<file path="src/cies_pkg.sv">
// Purpose: Shared constants for the instruction execution subset
// Assumes: 14-bit instruction words, 13-bit program counter
// Notes: Opcode values are the standard encodings of this core family
package cies_pkg;
    // ==========================================================
    // Widths
    localparam int CIES_PC_W = 13;
    localparam int CIES_DATA_W = 8;
    localparam int CIES_ADDR_W = 7;
    localparam int CIES_INSTR_W = 14;
    localparam int CIES_STACK_DEPTH = 8;
    // ==========================================================
    // Instruction encodings
    localparam logic [13:0] CIES_OP_WDT_CLR = 14'h0064;
    localparam logic [13:0] CIES_OP_CLR_ACC = 14'h0100;
    localparam logic [5:0] CIES_OP_CLR_FILE = 6'h01;
    localparam logic [5:0] CIES_OP_DEC = 6'h03;
    localparam logic [5:0] CIES_OP_COMP = 6'h09;
    localparam logic [5:0] CIES_OP_DEC_SKIP = 6'h0b;
    localparam logic [2:0] CIES_OP_CALL = 3'h4;
    // ==========================================================
    // Reset values and constants
    localparam logic [7:0] CIES_ZERO_BYTE = 8'h00;
    localparam logic [7:0] CIES_ACC_RESET = 8'h00;
    localparam logic [12:0] CIES_PC_RESET = 13'h0000;
    localparam logic [12:0] CIES_PC_STEP = 13'h0001;
    localparam logic [7:0] CIES_DEC_STEP = 8'h01;
    localparam int CIES_LATCH_LO = 3;
    localparam int CIES_LATCH_HI = 4;
    typedef enum logic [0:0] {
        CIES_EXEC = 1'b0,
        CIES_FLUSH = 1'b1
    } cies_state_t;
endpackage

</file>
<file path="src/cies_core.sv">
// Purpose: Executes the watchdog, call, complement, clear, decrement subset
// Assumes: One instruction presented per cycle with i_instr_valid
// Notes: File register read is combinational from the outside data path
//
// Functional notes
// - The watchdog clear loads the watchdog counter with zero.
// - The watchdog clear also zeroes the watchdog prescaler.
// - The watchdog clear sets timeout and power-down status bits, nothing else.
// - A call pushes the address of the next instruction onto the return stack.
// - A call loads PC 10..0 from the immediate and PC 12..11 from page latch 4..3.
// - A call takes two cycles and leaves the status flags alone.
// - Complement inverts the file register and updates the zero flag.
// - Destination bit 0 writes the accumulator, 1 writes the file register.
// - Clear file writes zero to the file register and sets the zero flag.
// - Clear accumulator writes zero to the accumulator and sets the zero flag.
// - Decrement subtracts one, writes the destination and updates the zero flag.
// - Decrement skip subtracts one, writes the destination, keeps all flags.
// - A zero decrement skip result replaces the next instruction by a no-operation.
//
// Chosen here: the register offsets and the strobed register port.
`timescale 1ns/1ps
module cies_core import cies_pkg::*; #(
    parameter int STACK_DEPTH = CIES_STACK_DEPTH
) (
    input wire logic i_core_clk,
    input wire logic i_nrst,
    input wire logic i_instr_valid,
    input wire logic [CIES_INSTR_W-1:0] i_instr,
    input wire logic [CIES_DATA_W-1:0] i_file_rdata,
    input wire logic [CIES_DATA_W-1:0] i_program_page_latch,
    output logic [CIES_ADDR_W-1:0] o_file_addr,
    output logic o_file_we,
    output logic [CIES_DATA_W-1:0] o_file_wdata,
    output logic [CIES_DATA_W-1:0] o_accum,
    output logic o_zero_flag,
    output logic [CIES_PC_W-1:0] o_pc,
    output logic [CIES_PC_W-1:0] o_return_stack_top,
    output logic o_watchdog_clear,
    output logic o_prescaler_clear,
    output logic o_timeout_status_bit,
    output logic o_powerdown_status_bit,
    output logic o_busy
);
    // ==========================================================
    // State
    typedef struct packed {
        cies_state_t fsm;
        logic [CIES_DATA_W-1:0] accum;
        logic zero;
        logic [CIES_PC_W-1:0] pc;
        logic timeout;
        logic powerdown;
        logic wdt_clr;
        logic psc_clr;
        logic file_we;
        logic [CIES_ADDR_W-1:0] faddr;
        logic [CIES_DATA_W-1:0] fwdata;
    } cies_core_state_t;

    cies_core_state_t st;
    cies_core_state_t next_st;
    logic push;
    logic [CIES_PC_W-1:0] push_data;

    // ==========================================================
    // Decode
    logic is_wdt_clr;
    logic is_clr_acc;
    logic is_clr_file;
    logic is_dec;
    logic is_comp;
    logic is_dec_skip;
    logic is_call;
    logic dest_file;
    logic [CIES_DATA_W-1:0] dec_val;
    logic [CIES_DATA_W-1:0] comp_val;

    assign is_wdt_clr = (i_instr == CIES_OP_WDT_CLR);
    assign is_clr_acc = (i_instr[13:7] == CIES_OP_CLR_ACC[13:7]);
    assign is_clr_file = (i_instr[13:8] == CIES_OP_CLR_FILE) && i_instr[7];
    assign is_dec = (i_instr[13:8] == CIES_OP_DEC);
    assign is_comp = (i_instr[13:8] == CIES_OP_COMP);
    assign is_dec_skip = (i_instr[13:8] == CIES_OP_DEC_SKIP);
    assign is_call = (i_instr[13:11] == CIES_OP_CALL);
    assign dest_file = i_instr[7];
    assign dec_val = i_file_rdata - CIES_DEC_STEP;
    assign comp_val = ~i_file_rdata;
    assign o_file_addr = i_instr[CIES_ADDR_W-1:0];

    // ==========================================================
    // Next state
    always_comb begin
        next_st = st;
        next_st.wdt_clr = 1'b0;
        next_st.psc_clr = 1'b0;
        next_st.file_we = 1'b0;
        push = 1'b0;
        push_data = st.pc + CIES_PC_STEP;
        if (st.fsm == CIES_FLUSH) begin
            next_st.fsm = CIES_EXEC;
        end else if (i_instr_valid) begin
            next_st.pc = st.pc + CIES_PC_STEP;
            next_st.faddr = i_instr[CIES_ADDR_W-1:0];
            if (is_wdt_clr) begin
                next_st.wdt_clr = 1'b1;
                next_st.psc_clr = 1'b1;
                next_st.timeout = 1'b1;
                next_st.powerdown = 1'b1;
            end else if (is_call) begin
                push = 1'b1;
                next_st.pc = {i_program_page_latch[CIES_LATCH_HI:CIES_LATCH_LO],
                    i_instr[10:0]};
                next_st.fsm = CIES_FLUSH;
            end else if (is_clr_acc) begin
                next_st.accum = CIES_ZERO_BYTE;
                next_st.zero = 1'b1;
            end else if (is_clr_file) begin
                next_st.file_we = 1'b1;
                next_st.fwdata = CIES_ZERO_BYTE;
                next_st.zero = 1'b1;
            end else if (is_comp || is_dec || is_dec_skip) begin
                if (dest_file) begin
                    next_st.file_we = 1'b1;
                    next_st.fwdata = is_comp ? comp_val : dec_val;
                end else begin
                    next_st.accum = is_comp ? comp_val : dec_val;
                end
                if (is_comp) begin
                    next_st.zero = (comp_val == CIES_ZERO_BYTE);
                end else if (is_dec) begin
                    next_st.zero = (dec_val == CIES_ZERO_BYTE);
                end
                if (is_dec_skip && dec_val == CIES_ZERO_BYTE) begin
                    next_st.fsm = CIES_FLUSH;
                    next_st.pc = st.pc + CIES_PC_STEP + CIES_PC_STEP;
                end
            end
        end
    end

    // ==========================================================
    // Registers
    always_ff @(posedge i_core_clk or negedge i_nrst) begin
        if (!i_nrst) begin
            st <= '{fsm: CIES_EXEC, accum: CIES_ACC_RESET, zero: 1'b0,
                pc: CIES_PC_RESET, timeout: 1'b1, powerdown: 1'b1, wdt_clr: 1'b0,
                psc_clr: 1'b0, file_we: 1'b0, faddr: '0, fwdata: CIES_ZERO_BYTE};
        end else begin
            st <= next_st;
        end
    end

    cies_stack #(.DEPTH(STACK_DEPTH), .W(CIES_PC_W)) u_stack (
        .i_core_clk(i_core_clk),
        .i_nrst(i_nrst),
        .i_push(push),
        .i_data(push_data),
        .o_top(o_return_stack_top)
    );

    assign o_file_we = st.file_we;
    assign o_file_wdata = st.fwdata;
    assign o_accum = st.accum;
    assign o_zero_flag = st.zero;
    assign o_pc = st.pc;
    assign o_watchdog_clear = st.wdt_clr;
    assign o_prescaler_clear = st.psc_clr;
    assign o_timeout_status_bit = st.timeout;
    assign o_powerdown_status_bit = st.powerdown;
    assign o_busy = (st.fsm == CIES_FLUSH);

    // ==========================================================
    // Assertions
    logic exec;
    assign exec = i_instr_valid && !o_busy;

    a_wdt_clear_pulse: assert property (@(posedge i_core_clk) disable iff (!i_nrst)
        exec && is_wdt_clr |=> o_watchdog_clear && o_prescaler_clear)
        else $error("watchdog clear missing");
    a_wdt_status_set: assert property (@(posedge i_core_clk) disable iff (!i_nrst)
        exec && is_wdt_clr |=> o_timeout_status_bit && o_powerdown_status_bit
            && $stable(o_zero_flag))
        else $error("status bits not set");
    a_call_target: assert property (@(posedge i_core_clk) disable iff (!i_nrst)
        exec && is_call |=> o_pc == {$past(i_program_page_latch[4:3]), $past(i_instr[10:0])})
        else $error("call target wrong");
    a_call_push: assert property (@(posedge i_core_clk) disable iff (!i_nrst)
        exec && is_call |=> ##1 o_return_stack_top == $past(o_pc, 2) + 13'h0001)
        else $error("return address wrong");
    a_call_two_cyc: assert property (@(posedge i_core_clk) disable iff (!i_nrst)
        exec && is_call |=> o_busy ##1 !o_busy)
        else $error("call not two cycles");
    a_clr_acc_zero: assert property (@(posedge i_core_clk) disable iff (!i_nrst)
        exec && is_clr_acc |=> o_accum == 8'h00 && o_zero_flag)
        else $error("clear accumulator failed");
    a_clr_file_zero: assert property (@(posedge i_core_clk) disable iff (!i_nrst)
        exec && is_clr_file |=> o_file_we && o_file_wdata == 8'h00 && o_zero_flag)
        else $error("clear file failed");
    a_comp_result: assert property (@(posedge i_core_clk) disable iff (!i_nrst)
        exec && is_comp && !dest_file |=> o_accum == ~$past(i_file_rdata)
            && o_zero_flag == ($past(i_file_rdata) == 8'hff))
        else $error("complement wrong");
    a_dec_dest_file: assert property (@(posedge i_core_clk) disable iff (!i_nrst)
        exec && is_dec && dest_file |=> o_file_we && $stable(o_accum)
            && o_file_wdata == $past(i_file_rdata) - 8'h01)
        else $error("decrement destination wrong");
    a_dec_zero: assert property (@(posedge i_core_clk) disable iff (!i_nrst)
        exec && is_dec |=> o_zero_flag == ($past(i_file_rdata) == 8'h01))
        else $error("decrement zero flag wrong");
    a_skip_flags: assert property (@(posedge i_core_clk) disable iff (!i_nrst)
        exec && is_dec_skip |=> $stable(o_zero_flag))
        else $error("skip changed flags");
    a_skip_nop: assert property (@(posedge i_core_clk) disable iff (!i_nrst)
        exec && is_dec_skip && i_file_rdata == 8'h01 |=> o_busy ##1 !o_busy)
        else $error("skip did not flush");
    a_single_cycle: assert property (@(posedge i_core_clk) disable iff (!i_nrst)
        exec && !is_call && !(is_dec_skip && i_file_rdata == 8'h01) |=> !o_busy)
        else $error("unexpected stall");


    a_wdt_pulse_cause: assert property (@(posedge i_core_clk) disable iff (!i_nrst)
        o_watchdog_clear |-> $past(exec && is_wdt_clr))
        else $error("stray watchdog clear");
    a_psc_pulse_cause: assert property (@(posedge i_core_clk) disable iff (!i_nrst)
        o_prescaler_clear |-> $past(exec && is_wdt_clr))
        else $error("stray prescaler clear");
    a_psc_with_wdt: assert property (@(posedge i_core_clk) disable iff (!i_nrst)
        exec && is_wdt_clr |=> o_prescaler_clear)
        else $error("prescaler clear missing");
    a_wdt_keeps_data: assert property (@(posedge i_core_clk) disable iff (!i_nrst)
        exec && is_wdt_clr |=> $stable(o_accum) && !o_file_we)
        else $error("watchdog clear touched data");
    a_status_hold: assert property (@(posedge i_core_clk) disable iff (!i_nrst)
        !(exec && is_wdt_clr) |=> $stable(o_timeout_status_bit)
            && $stable(o_powerdown_status_bit))
        else $error("status bits changed");

    a_call_flags: assert property (@(posedge i_core_clk) disable iff (!i_nrst)
        exec && is_call |=> $stable(o_zero_flag) && $stable(o_accum))
        else $error("call changed flags");
    a_call_no_write: assert property (@(posedge i_core_clk) disable iff (!i_nrst)
        exec && is_call |=> !o_file_we)
        else $error("call wrote a file register");

    a_flush_pc_hold: assert property (@(posedge i_core_clk) disable iff (!i_nrst)
        o_busy |=> $stable(o_pc) && !o_file_we)
        else $error("discarded instruction ran");
    a_flush_data_hold: assert property (@(posedge i_core_clk) disable iff (!i_nrst)
        o_busy |=> $stable(o_accum) && $stable(o_zero_flag))
        else $error("discarded instruction changed data");
    a_skip_pc: assert property (@(posedge i_core_clk) disable iff (!i_nrst)
        exec && is_dec_skip && i_file_rdata == 8'h01 |=> o_pc == $past(o_pc) + 13'h0002)
        else $error("skip pc wrong");
    a_skip_go_on: assert property (@(posedge i_core_clk) disable iff (!i_nrst)
        exec && is_dec_skip && i_file_rdata != 8'h01 |=> !o_busy
            && o_pc == $past(o_pc) + 13'h0001)
        else $error("nonzero skip stalled");

    a_comp_file: assert property (@(posedge i_core_clk) disable iff (!i_nrst)
        exec && is_comp && dest_file |=> o_file_we && $stable(o_accum)
            && o_file_wdata == ~$past(i_file_rdata))
        else $error("complement to file wrong");
    a_dec_acc: assert property (@(posedge i_core_clk) disable iff (!i_nrst)
        exec && is_dec && !dest_file |=> !o_file_we
            && o_accum == $past(i_file_rdata) - 8'h01)
        else $error("decrement to accumulator wrong");
    a_write_cause: assert property (@(posedge i_core_clk) disable iff (!i_nrst)
        o_file_we |-> $past(exec && (is_clr_file
            || ((is_comp || is_dec || is_dec_skip) && dest_file))))
        else $error("stray file write");
    a_skip_acc: assert property (@(posedge i_core_clk) disable iff (!i_nrst)
        exec && is_dec_skip && !dest_file |=> !o_file_we
            && o_accum == $past(i_file_rdata) - 8'h01)
        else $error("skip to accumulator wrong");
    a_skip_file: assert property (@(posedge i_core_clk) disable iff (!i_nrst)
        exec && is_dec_skip && dest_file |=> o_file_we
            && o_file_wdata == $past(i_file_rdata) - 8'h01)
        else $error("skip to file wrong");

    a_clr_file_acc: assert property (@(posedge i_core_clk) disable iff (!i_nrst)
        exec && is_clr_file |=> $stable(o_accum))
        else $error("clear file touched accumulator");
    a_clr_acc_nowr: assert property (@(posedge i_core_clk) disable iff (!i_nrst)
        exec && is_clr_acc |=> !o_file_we)
        else $error("clear accumulator wrote file");

    a_zero_from_file: assert property (@(posedge i_core_clk) disable iff (!i_nrst)
        exec && (is_comp || is_dec) && dest_file |=> o_zero_flag == (o_file_wdata == 8'h00))
        else $error("zero flag mismatch on file result");
    a_zero_from_acc: assert property (@(posedge i_core_clk) disable iff (!i_nrst)
        exec && (is_comp || is_dec) && !dest_file |=> o_zero_flag == (o_accum == 8'h00))
        else $error("zero flag mismatch on accumulator");
    a_comp_zero: assert property (@(posedge i_core_clk) disable iff (!i_nrst)
        exec && is_comp |=> o_zero_flag == ($past(i_file_rdata) == 8'hff))
        else $error("complement zero flag wrong");

    a_single_pc: assert property (@(posedge i_core_clk) disable iff (!i_nrst)
        exec && !is_call && !(is_dec_skip && i_file_rdata == 8'h01)
            |=> o_pc == $past(o_pc) + 13'h0001)
        else $error("pc step wrong");
    a_idle_pc_hold: assert property (@(posedge i_core_clk) disable iff (!i_nrst)
        !i_instr_valid && !o_busy |=> $stable(o_pc))
        else $error("pc moved while idle");

    c_call: cover property (@(posedge i_core_clk) disable iff (!i_nrst) exec && is_call);
    c_comp_file: cover property (@(posedge i_core_clk) disable iff (!i_nrst)
        exec && is_comp && dest_file);
    c_skip_go: cover property (@(posedge i_core_clk) disable iff (!i_nrst)
        exec && is_dec_skip && i_file_rdata != 8'h01);
    c_skip: cover property (@(posedge i_core_clk) disable iff (!i_nrst)
        exec && is_dec_skip && i_file_rdata == 8'h01);
    c_wdt: cover property (@(posedge i_core_clk) disable iff (!i_nrst) exec && is_wdt_clr);
endmodule

</file>
<file path="src/cies_stack.sv">
// Purpose: Return stack memory, circular, registered top output
// Assumes: Push only in this subset; overflow wraps silently
// Notes: Read data comes from a register
`timescale 1ns/1ps
module cies_stack import cies_pkg::*; #(
    parameter int DEPTH = CIES_STACK_DEPTH,
    parameter int W = CIES_PC_W
) (
    input wire logic i_core_clk,
    input wire logic i_nrst,
    input wire logic i_push,
    input wire logic [W-1:0] i_data,
    output logic [W-1:0] o_top
);
    typedef struct packed {
        logic [$clog2(DEPTH)-1:0] ptr;
        logic [W-1:0] top;
    } cies_stk_t;
    logic [W-1:0] mem [DEPTH];
    cies_stk_t st;
    cies_stk_t next_st;
    always_comb begin
        next_st = st;
        if (i_push) begin
            next_st.ptr = st.ptr + 1'b1;
            next_st.top = i_data;
        end
    end
    always_ff @(posedge i_core_clk) begin
        if (i_push) begin
            mem[st.ptr] <= i_data;
        end
    end
    always_ff @(posedge i_core_clk or negedge i_nrst) begin
        if (!i_nrst) begin
            st <= '0;
        end else begin
            st <= next_st;
        end
    end
    assign o_top = st.top;
endmodule

</file>
<file path="config.mk">
export PLATFORM = sky130hd
export DESIGN_NAME = cies_core
export DESIGN_NICKNAME = d
export VERILOG_FILES = /design/src/cies_pkg.sv /design/src/cies_core.sv /design/src/cies_stack.sv
export SDC_FILE = /design/constraint.sdc
export NUM_CORES = 1
export LEC_CHECK = 0
export BUFFER_PORTS_ARGS = -buffer_cell sky130_fd_sc_hd__buf_2
export CAP_MARGIN = 20
export CELL_PAD_IN_SITES_DETAIL_PLACEMENT = 2
export CELL_PAD_IN_SITES_GLOBAL_PLACEMENT = 2
export CORE_UTILIZATION = 28
export DETAILED_ROUTE_END_ITERATION = 10
export PLACE_DENSITY_LB_ADDON = 0.1
export SYNTH_ARGS = -nofsm -noshare
export SYNTH_HDL_FRONTEND = slang
export SYNTH_HIERARCHICAL = 1
export SYNTH_SLANG_ARGS = --single-unit
</file>
<file path="constraint.sdc">
create_clock -name i_core_clk -period 1.97 [get_ports i_core_clk]
set_input_delay 0.0985 -clock i_core_clk [delete_from_list [all_inputs] [get_ports i_core_clk]]
set_output_delay 0.0985 -clock i_core_clk [all_outputs]
set_load 0.01 [all_outputs]
</file>
# --- After elaboration in Yosys (flattened, before gate mapping) ---
# Cells that the tools add are included.
word_totals:
  output_inout_bits: 56
  latch_bits: 0
  romBits: 0
  ff_bits: 54
  word_cells: 79
  mem_bits_rw: 0
  memories: 0
  inputBits: 33
classes:
  n_reduce_logical: 15
  bitwise: 5
  div: 0
  n_lt_le_gt_ge: 0
  n_shift: 0
  addsub: 3
  n_mul: 0
  n_mux: 37
  n_eq_ne: 9
op_table:
  columns: ["operator", "count"]
  rows:
  - ["$mux 8", 8]
  - ["$mux 13", 4]
  - ["$mux 23", 2]
  - ["$mux 43", 1]
  - ["$mux 9", 3]
  - ["$add 13x1->13 const B", 2]
  - ["$mux 18", 1]
  - ["$mux 1", 17]
  - ["$logic_not 8->1", 2]
  - ["$eq 14x7->1 const B", 1]
  - ["$reduce_and 7->1", 2]
  - ["$eq 6x4->1 const B", 2]
  - ["$not 8->8", 1]
  - ["$sub 8x1->8 const B", 1]
  - ["$eq 7x2->1 const B", 1]
  - ["$eq 6x1->1 const B", 1]
  - ["$eq 6x2->1 const B", 1]
  - ["$reduce_and 6->1", 1]
  - ["$reduce_bool 2->1", 3]
  - ["$not 1->1", 4]
  - ["$reduce_bool 4->1", 1]
  - ["$eq 3x3->1 const B", 1]
  - ["$reduce_bool 3->1", 1]
  - ["$logic_and 1x1->1", 2]
  - ["5 further kinds", 6]

# --- Longest topological paths before layout ---
# Gate-level depths: netlist of the first run.
depth:
  ltp_word: 11
  depth_mapped: 9
  depth_no_buf: 8

# --- By module ---
# Netlist of the first run, hierarchy kept.
by_module_without_submodules:
  columns: ["mod", "n_inst", "cells_each", "area_each_um2", "seq_area_each_um2"]
  rows:
  - ["cies_core", 1, 312, 2648.8, 825.8]
  - ["cies_stack", 1, 27, 520.5, 325.3]

# --- Worst setup path before layout of the first run ---
# Ideal clock, no wire load.
synth_path:
  kind: "reg-to-reg"
  start: "register st (netlist bit o_pc[0])"
  end: "register st (netlist bit o_pc[9])"
  synth_period_minus_slack_ps: 2072
  t_arrival_ps: 1937
  slack_ps: -102
  t_required_ps: 1836
  path_buffers: 1
  setup_time_ps: 134
  path_stages_with_launch: 9
  path_cell_list: "dfrtp_1 -> clkbuf_1 -> inv_1 -> ha_1 -> nor2_1 -> nand4_1 -> nor4b_2 -> xnor2_1 -> o21ai_1"
synth_between:
  elab_chain_len: 8
synth_rtl:
  columns: ["item", "line_no", "rtl"]
  rows:
  - ["from (decl)", "cies_core.sv:60", "cies_core_state_t st;"]
  - ["from (signal assigned)", "cies_core.sv:145", "st <= '{fsm: CIES_EXEC, accum: CIES_ACC_RESET, zero: 1'b0,"]
  - ["from (signal assigned)", "cies_core.sv:149", "st <= next_st;"]
  - ["$add 13x1->13", null, null]
  - ["named net push_data[0]", "cies_core.sv:63", "logic [CIES_PC_W-1:0] push_data;"]
  - ["$add 13x1->13", "cies_core.sv:135", "next_st.pc = st.pc + CIES_PC_STEP + CIES_PC_STEP;"]
  - ["$mux 13", "cies_core.sv:133", "if (is_dec_skip && dec_val == CIES_ZERO_BYTE) begin"]
  - ["$mux 23", "cies_core.sv:121", "end else if (is_comp || is_dec || is_dec_skip) begin"]
  - ["$mux 13", "cies_core.sv:117", "end else if (is_clr_file) begin"]
  - ["$mux 13", "cies_core.sv:114", "end else if (is_clr_acc) begin"]
  - ["$mux 13", "cies_core.sv:109", "end else if (is_call) begin"]
  - ["$mux 23", "cies_core.sv:104", "if (is_wdt_clr) begin"]
# The timed path passes the listed nets, and every way through them passes these cells. The select of a mux whose other input is x is not followed.
# A chain may end at the register's enable or synchronous reset.

# --- Worst setup path after layout of the first run ---
layout_path:
  start: "register st (netlist bit o_pc[1])"
  end: "register st (netlist bit o_pc[12])"
layout_between:
  elab_chain_len: 8
layout_rtl:
  columns: ["item", "line_no"]
  rows:
  - ["$add 13x1->13 *", "cies_core.sv:102, cies_core.sv:135"]
  - ["$add 13x1->13", "cies_core.sv:135"]
  - ["$mux 13", "cies_core.sv:133"]
  - ["$mux 23", "cies_core.sv:121"]
  - ["$mux 13", "cies_core.sv:117"]
  - ["$mux 13", "cies_core.sv:114"]
  - ["$mux 13", "cies_core.sv:109"]
  - ["$mux 23 *", "cies_core.sv:104"]
# Every way passes the cells marked *; elsewhere a longest branch is shown, timed or not. The select of a mux whose other input is x is not followed.

==> impl_metrics.py, run 1 <==
metrics = {
    "hold_path": {
        "hp-class": "input pin to flop",
    },
    "sta": {
        "setup_viol": 1,
        "finalCritPeriodShare_pct": 100.9,
        "fmax_ghz": 0.5029,
        "hold_violations": 0,
        "maxSlewViolCount": 0,
        "fin_worst_skew_ns": 0.008927,
        "rsz0062_at_grt": "true",
        "setup_slack_ns": -0.01836,
        "maxSlewHeadroom_pct": 61.47,
        "fin_setup_tns_ns": -0.01836,
        "tightest_slew_ns": 0.5779,
        "post-route-min-period_ns": 1.988,
    },
    "clock_network": {
        "h-tree-depth": 2,
        "clock-sinks": 46,
        "insertion_delay_ns": 0.30,
        "clockBufferDepth": 2,
        "cts_tree": "done",
        "cts_buffers": 5,
        "clkTransAtPathRegs_ns": 0.07,
        "clockRootBuffer": "clkbuf_16",
    },
    "synthesis": {
        "ys_seq_area_share_pct": 36.32,
        "ys_seq_elements": 46,
        "synth.largest_area_cell": "dfrtp_1",
        "yosys.area.top_type_share_pct": 36.32,
        "synthArstFlopShare_pct": 100.0,
        "synth_warnings": 6,
        "synth_ff_type": "dfrtp_1",
        "synthDistinctLibCells": 60,
        "synth_cells": 339,
        "syn_area_mm2": 0.003169,
        "synth_edf_count": 0,
        "synth_area_per_cell_um2": 9.349,
        "synthTopCellsByArea": "dfrtp_1, mux2_4, nand2_1",
    },
    "placed_design": {
        "portBuffers": 80,
        "hpwl_mm": 9.277,
        "post-place-ws_ns": -0.1850,
        "gp_congestion": 0.7864,
        "dp.cells": 598,
    },
    "detailed_routing": {
        "drcViolationCount": 0,
        "vias": 3184,
        "drtPass1Iterations": 4,
        "wl_per_cell_um": 20.00,
        "drt_iter0_markers": 104,
        "vias_per_cell": 5.152,
        "wl_mm": 12.36,
        "ant_nets": 0,
    },
    "layout": {
        "area_growth_pct": 42.99,
        "fillers": 1247,
        "instances_no_fill": 618,
        "drive_gt1_share_pct": 44.98,
        "antenna_cells": 0,
        "nets": 515,
    },
    "pwr": {
        "p_per_area_mw_per_mm2": 947.6,
        "peakVddDrop_uv": 398.1,
        "power.leakage_nw": 2.181,
    },
    "global_route": {
        "grt_max_degree": 25,
        "grt_pass1_wl_mm": 19.39,
        "antenna_found_initial": 0,
        "first_global_vias": 3426,
        "grt_use_total_pct": 21.95,
        "gr-total-overflow": 0,
    },
    "critical_path": {
        "cp_max_fo": 5,
        "crit_path_end_kind": "flop",
        "crit_arrival_ns": 2.17,
        "rrSetupSlack_ns": -0.02,
        "path_class": "flop to flop",
        "r2r_cells": 7,
        "startpoint": "o_pc[1]",
        "endpoint": "o_pc[12]",
        "r2r_start": "o_pc[1]",
        "critPathLaunchType": "flop",
        "reg2reg_to": "o_pc[12]",
        "critPathRequiredTime_ns": 2.15,
    },
    "status": {
        "violations": "setup timing",
        "status": "finished with violations",
    },
    "floorplan": {
        "rows": 38,
        "fp.coreArea_mm2": 0.01094,
        "ios": 89,
        "start_util_pct": 28.98,
        "die_area_mm2": 0.01175,
        "die_height_um": 108.4,
        "die_w_um": 108.4,
    },
    "flow_run": {
        "max_cap_violations": 0,
    },
}
-- cells in the mapped netlist, drive strengths merged (3+ instances only) --
library cell and number:
xnor2 12, nand2 34, nor3b 3, a221oi 5
nand3 11, clkbuf 8, nor4 6, and2 8
a21oi 12, buf 19, mux2i 6, nand3b 4
o31ai 9, nand4 12, ha 5, o21ai 12
nand2b 3, nor2b 4, dfrtp 46, and3 10
inv 10, nor3 8, or3 3, mux2 21
xor2 9, nor2 27, o22ai 3
-- repair_timing --
item	in CTS	in global routing
resized for setup	15	19
cloned	0	1
endpoints found under the setup margin	6	23
pin swaps	4	10
endpoints found under the hold margin	22	0
buffers inserted	4	6
hold buffers	1	0
-- power breakdown --
group	total [mW]	internal [mW]	leakage (nW)	switching (mW)
sequential	1.42	1.19	0.582	0.230
combinational	1.98	0.975	1.53	1.01
clock	0.891	0.478	0.0704	0.413
-- how the worst min path moves through the flow --
stage | start | endpoint | slack [ns] | depth (start not counted)
4_1_cts | i_instr[11] | o_zero_flag | 0.13 | 3
3_3_place_gp | i_nrst | o_file_wdata[6] | 0.13 | 1
5_1_grt | i_instr[11] | o_zero_flag | 0.16 | 3
2_1_floorplan | i_nrst | o_accum[0] | -0.20 | 0
3_5_place_dp | i_nrst | o_file_wdata[6] | 0.13 | 1
6_report | i_instr[11] | o_zero_flag | 0.14 | 3
-- flip-flops by register name, indices dropped and copies added, names as in the netlist --
| register | cells |
|---|---|
| o_pc | 13 |
| o_file_wdata | 8 |
| o_accum | 8 |
| o_zero_flag | 1 |
| o_busy | 1 |
| o_file_we | 1 |
| o_prescaler_clear | 1 |
| u_stack/o_top | 13 |
-- critical path: stages, from the launching register on --
cell and delay, ns:
dfrtp_2 0.46, buf_6 0.16, a21bo_2 0.19, a21oi_2 0.15
o211a_1 0.28, nor4b_4 0.30, mux2i_1 0.24, nand3_1 0.09
-- cell families (layout without fill, tap and decap cells) --
logic type | after synthesis | after routing | share of synthesized area, %
AO/OA/AOI/OAI | 62 | 62 | 13.82
other | 1 | 2 | 0.1183
multiplexers | 27 | 27 | 10.54
adder cells (fa/ha/maj) | 5 | 5 | 1.974
buffers and inverters | 37 | 175 | 6.277
XOR/XNOR | 21 | 21 | 5.804
AND/OR/NAND/NOR | 140 | 140 | 25.15
flip-flops | 46 | 46 | 36.32
-- stage by stage --
| step | instance area [um2] | total power [mW] | utilization [%] | hold slack, ns |
|---|---|---|---|---|
| after global routing | 4532 | 4.575 | 41.44 | 0.1608 |
| after global placement | 4126 | 3.118 | 37.73 | 0.1268 |
| final | 4532 | 4.294 | 41.44 | 0.1360 |
| after detailed placement | 4126 | 3.182 | 37.73 | 0.1297 |
| after floorplan | 3186 | 2.310 | - | -0.1971 |
| after CTS | 4403 | 4.217 | 40.26 | 0.1330 |
-- area by class of cell --
class	instances	area (um2)	share of cell area [%]
Inverter	10	37.54	0.8283
Timing Repair Buffer	157	1027	22.67
Multi-Input combinational cell	257	1988	43.87
Tap cell	140	175.2	3.865
Sequential cell	46	1154	25.46
Clock buffer	5	125.1	2.761
Clock inverter	3	25.02	0.5522
-- cell usage in the layout, fill, tap and decap left out, drive strengths merged, types with 8 or more instances in the layout --
cell type,instances
nand2,34
dfrtp,46
o21ai,12
inv,11
mux2,21
nor2,27
a21oi,12
nand3,11
nor3,8
and3,10
o31ai,9
xor2,9
nand4,12
buf,156
xnor2,12
and2,8
-- layer usage --
layer  up-vias  GRT usage (%)  routed length [um]
met5         -              0                   0
met4         0          4.440                 144
met3        10          2.893                 416
met2        75          37.08                6003
met1      1597          29.90                5798
li1       1502              -                   -
(Power assumes the default switching activity.)
==> run 2: changes to the inputs <==
--- a/config.mk
+++ b/config.mk
@@ -9,9 +9,10 @@
 export CAP_MARGIN = 20
 export CELL_PAD_IN_SITES_DETAIL_PLACEMENT = 2
 export CELL_PAD_IN_SITES_GLOBAL_PLACEMENT = 2
+export CORE_MARGIN = 4
 export CORE_UTILIZATION = 28
 export DETAILED_ROUTE_END_ITERATION = 10
-export PLACE_DENSITY_LB_ADDON = 0.1
+export PLACE_DENSITY = 0.73
 export SYNTH_ARGS = -nofsm -noshare
 export SYNTH_HDL_FRONTEND = slang
 export SYNTH_HIERARCHICAL = 1
==> run 2 against run 1 <==
- the run still ends with setup timing left
- routed wire length increased by 11%
- sequential share of layout area decreased by 0.25 points
- maximum frequency decreased by 0.79%
- highest routed layer unchanged
- via count increased by 3.9%
- clock skew decreased by 0.0038 ns
- global-route usage decreased by 2.4 points
- final cell count increased by 0.16%
- die area increased by 11%
- final area increased by 0.99%
- clock-buffer cell count unchanged
==> impl_metrics.py, run 2 (same netlist as run 1, synthesis figures left out) <==
metrics = {
    "placed_design": {
        "gp_congestion": 0.8253,
        "hpwl_mm": 9.693,
        "dp.cells": 598,
        "post-place-ws_ns": -0.1969,
        "portBuffers": 80,
    },
    "clock_network": {
        "cts_tree": "done",
        "clkTransAtPathRegs_ns": 0.07,
        "insertion_delay_ns": 0.30,
        "h-tree-depth": 2,
        "clock-sinks": 46,
        "clockRootBuffer": "clkbuf_16",
        "clockBufferDepth": 2,
        "cts_buffers": 5,
    },
    "critical_path": {
        "crit_buf_inv": 1,
        "crit_path_end_kind": "flop",
        "cp_max_fo": 4,
        "r2r_start": "o_pc[1]",
        "crit_family": "simple AND/OR/NAND/NOR gates",
        "endpoint": "o_pc[11]",
        "max_stage_delay_ns": 0.43,
        "r2r_cells": 8,
        "crit_arrival_ns": 2.19,
        "critPathLaunchType": "flop",
        "critPathRequiredTime_ns": 2.15,
        "reg2reg_to": "o_pc[11]",
        "path_class": "flop to flop",
        "crit_cells": 8,
        "startpoint": "o_pc[1]",
        "rrSetupSlack_ns": -0.03,
        "cp_slowest_cell": "dfrtp_2",
        "crit_chain": "ha_4, buf_4, nand2_2, o31ai_4, a2bb2oi_4, nor4b_4, mux2i_1, nand2_1",
    },
    "sta": {
        "fmax_ghz": 0.4990,
        "tightest_slew_ns": 0.6178,
        "post-route-min-period_ns": 2.004,
        "maxSlewHeadroom_pct": 58.81,
        "setup_slack_ns": -0.03413,
        "maxSlewViolCount": 0,
        "rsz0062_at_grt": "true",
        "fin_worst_skew_ns": 0.005078,
        "setup_viol": 4,
        "hold_ws_ns": 0.1411,
        "finalCritPeriodShare_pct": 101.7,
        "hold_violations": 0,
        "fin_setup_tns_ns": -0.07973,
    },
    "layout": {
        "drive_gt1_share_pct": 45.09,
        "final_cell_mix": "buf_2, buf_4, dfrtp_1, nand2_1, nor2_1",
        "seq_area_mm2": 0.001154,
        "nets": 516,
        "multi_input_area_mm2": 0.001998,
        "final_common_cell": "buf_2",
        "area_growth_pct": 44.41,
        "fillers": 1202,
        "instances_no_fill": 619,
        "antenna_cells": 0,
    },
    "global_route": {
        "first_global_vias": 3604,
        "antenna_found_initial": 0,
        "grt_max_degree": 26,
        "grt_pass1_wl_mm": 20.13,
        "gr-total-overflow": 0,
        "grt_use_total_pct": 19.59,
    },
    "status": {
        "violations": "setup timing",
        "status": "finished with violations",
    },
    "pwr": {
        "p_per_area_mw_per_mm2": 977.8,
        "intPower_mw": 2.773,
        "pwr-share-clk_pct": 22.4,
        "power.leakage_nw": 2.201,
        "p_total_mw": 4.475,
        "switching_share_pct": 38.04,
        "power_switching_mw": 1.702,
        "peakVddDrop_uv": 379.9,
        "pwr-share-seq_pct": 31.7,
        "p_comb_share_pct": 46.0,
    },
    "floorplan": {
        "fp.coreArea_mm2": 0.01094,
        "ios": 89,
        "die_area_mm2": 0.01309,
        "die_w_um": 114.4,
        "start_util_pct": 28.98,
        "rows": 38,
        "die_height_um": 114.4,
    },
    "detailed_routing": {
        "vias": 3307,
        "wl_mm": 13.78,
        "ant_nets": 0,
        "drt_iter0_markers": 168,
        "wl_per_cell_um": 22.27,
        "drtPass1Iterations": 4,
        "vias_per_cell": 5.342,
        "drcViolationCount": 0,
    },
    "hold_path": {
        "hp-class": "input pin to flop",
        "hold_depth": 3,
    },
    "flow_run": {
        "max_cap_violations": 0,
    },
}
==> run 2: changes by cell type in the layout (fill, tap and decap cells not counted), moves of 2 or more <==
cell and delta:
inv_1 -2, xnor2_1 -2, buf_6 +2, nor4_2 -2, xnor2_2 +2, buf_4 -2
==> run 2: worst reg2reg max path, cell delays in order, from the launching register on <==
cell       delay, ns
dfrtp_2         0.43
ha_4            0.19
buf_4           0.12
nand2_2         0.07
o31ai_4         0.28
a2bb2oi_4       0.12
nor4b_4         0.37
mux2i_1         0.24
nand2_1         0.07
==> run 2: power by group through the flow <==
stage | Sequential [mW] | Combinational, mW | Clock (mW)
floorplan | 1.48 | 0.833 | 0
global placement | 1.40 | 1.72 | 0
detailed placement | 1.40 | 1.79 | 0
CTS | 1.40 | 1.84 | 1.02
global route | 1.46 | 2.21 | 1.06
finish | 1.42 | 2.06 | 1.00
==> run 2: worst min-delay path by stage <==
stage / end / start
final: o_pc[2] / i_instr[2]
after global routing: o_pc[2] / i_instr[2]
after CTS: o_pc[2] / i_instr[2]
after detailed placement: o_file_wdata[0] / i_nrst
after global placement: o_file_wdata[0] / i_nrst
after floorplan: o_accum[0] / i_nrst
==> run 2: routing by layer <==
metal  vias to the layer above  global-route usage [%]  part of all wire [%]
met5                         -                       0                     0
met2                        85                   34.61                    50
met4                         0                   4.592                   1.8
li1                       1507                       -                     -
met3                        23                   2.431                   4.0
met1                      1692                   25.38                    44
==> run 2: area by class of cell <==
| type | count | area share (%) |
|---|---|---|
| repair buffers | 158 | 22.72 |
| flip-flops and latches | 46 | 25.21 |
| multi-input cells | 257 | 43.66 |
| clock buffers | 5 | 2.734 |
| well taps | 140 | 3.827 |
| clock inverters | 3 | 0.9841 |
| inverters | 10 | 0.8748 |
==> run 2: through the flow <==
step / util (%) / instance area (um2)
finish: 41.85 / 4577
global route: 41.85 / 4577
detailed placement: 37.71 / 4124
floorplan: - / 3186
CTS: 39.86 / 4359
global placement: 37.71 / 4124
==> run 2: what timing repair did <==
action / 4_1_cts / 5_1_grt
gates resized for setup: 10 / 30
buffers inserted: 0 / 11
cloned: 0 / 1
hold endpoints to repair: 21 / 0
pin swaps: 1 / 18
setup endpoints to repair: 8 / 15
hold buffers: 1 / 0
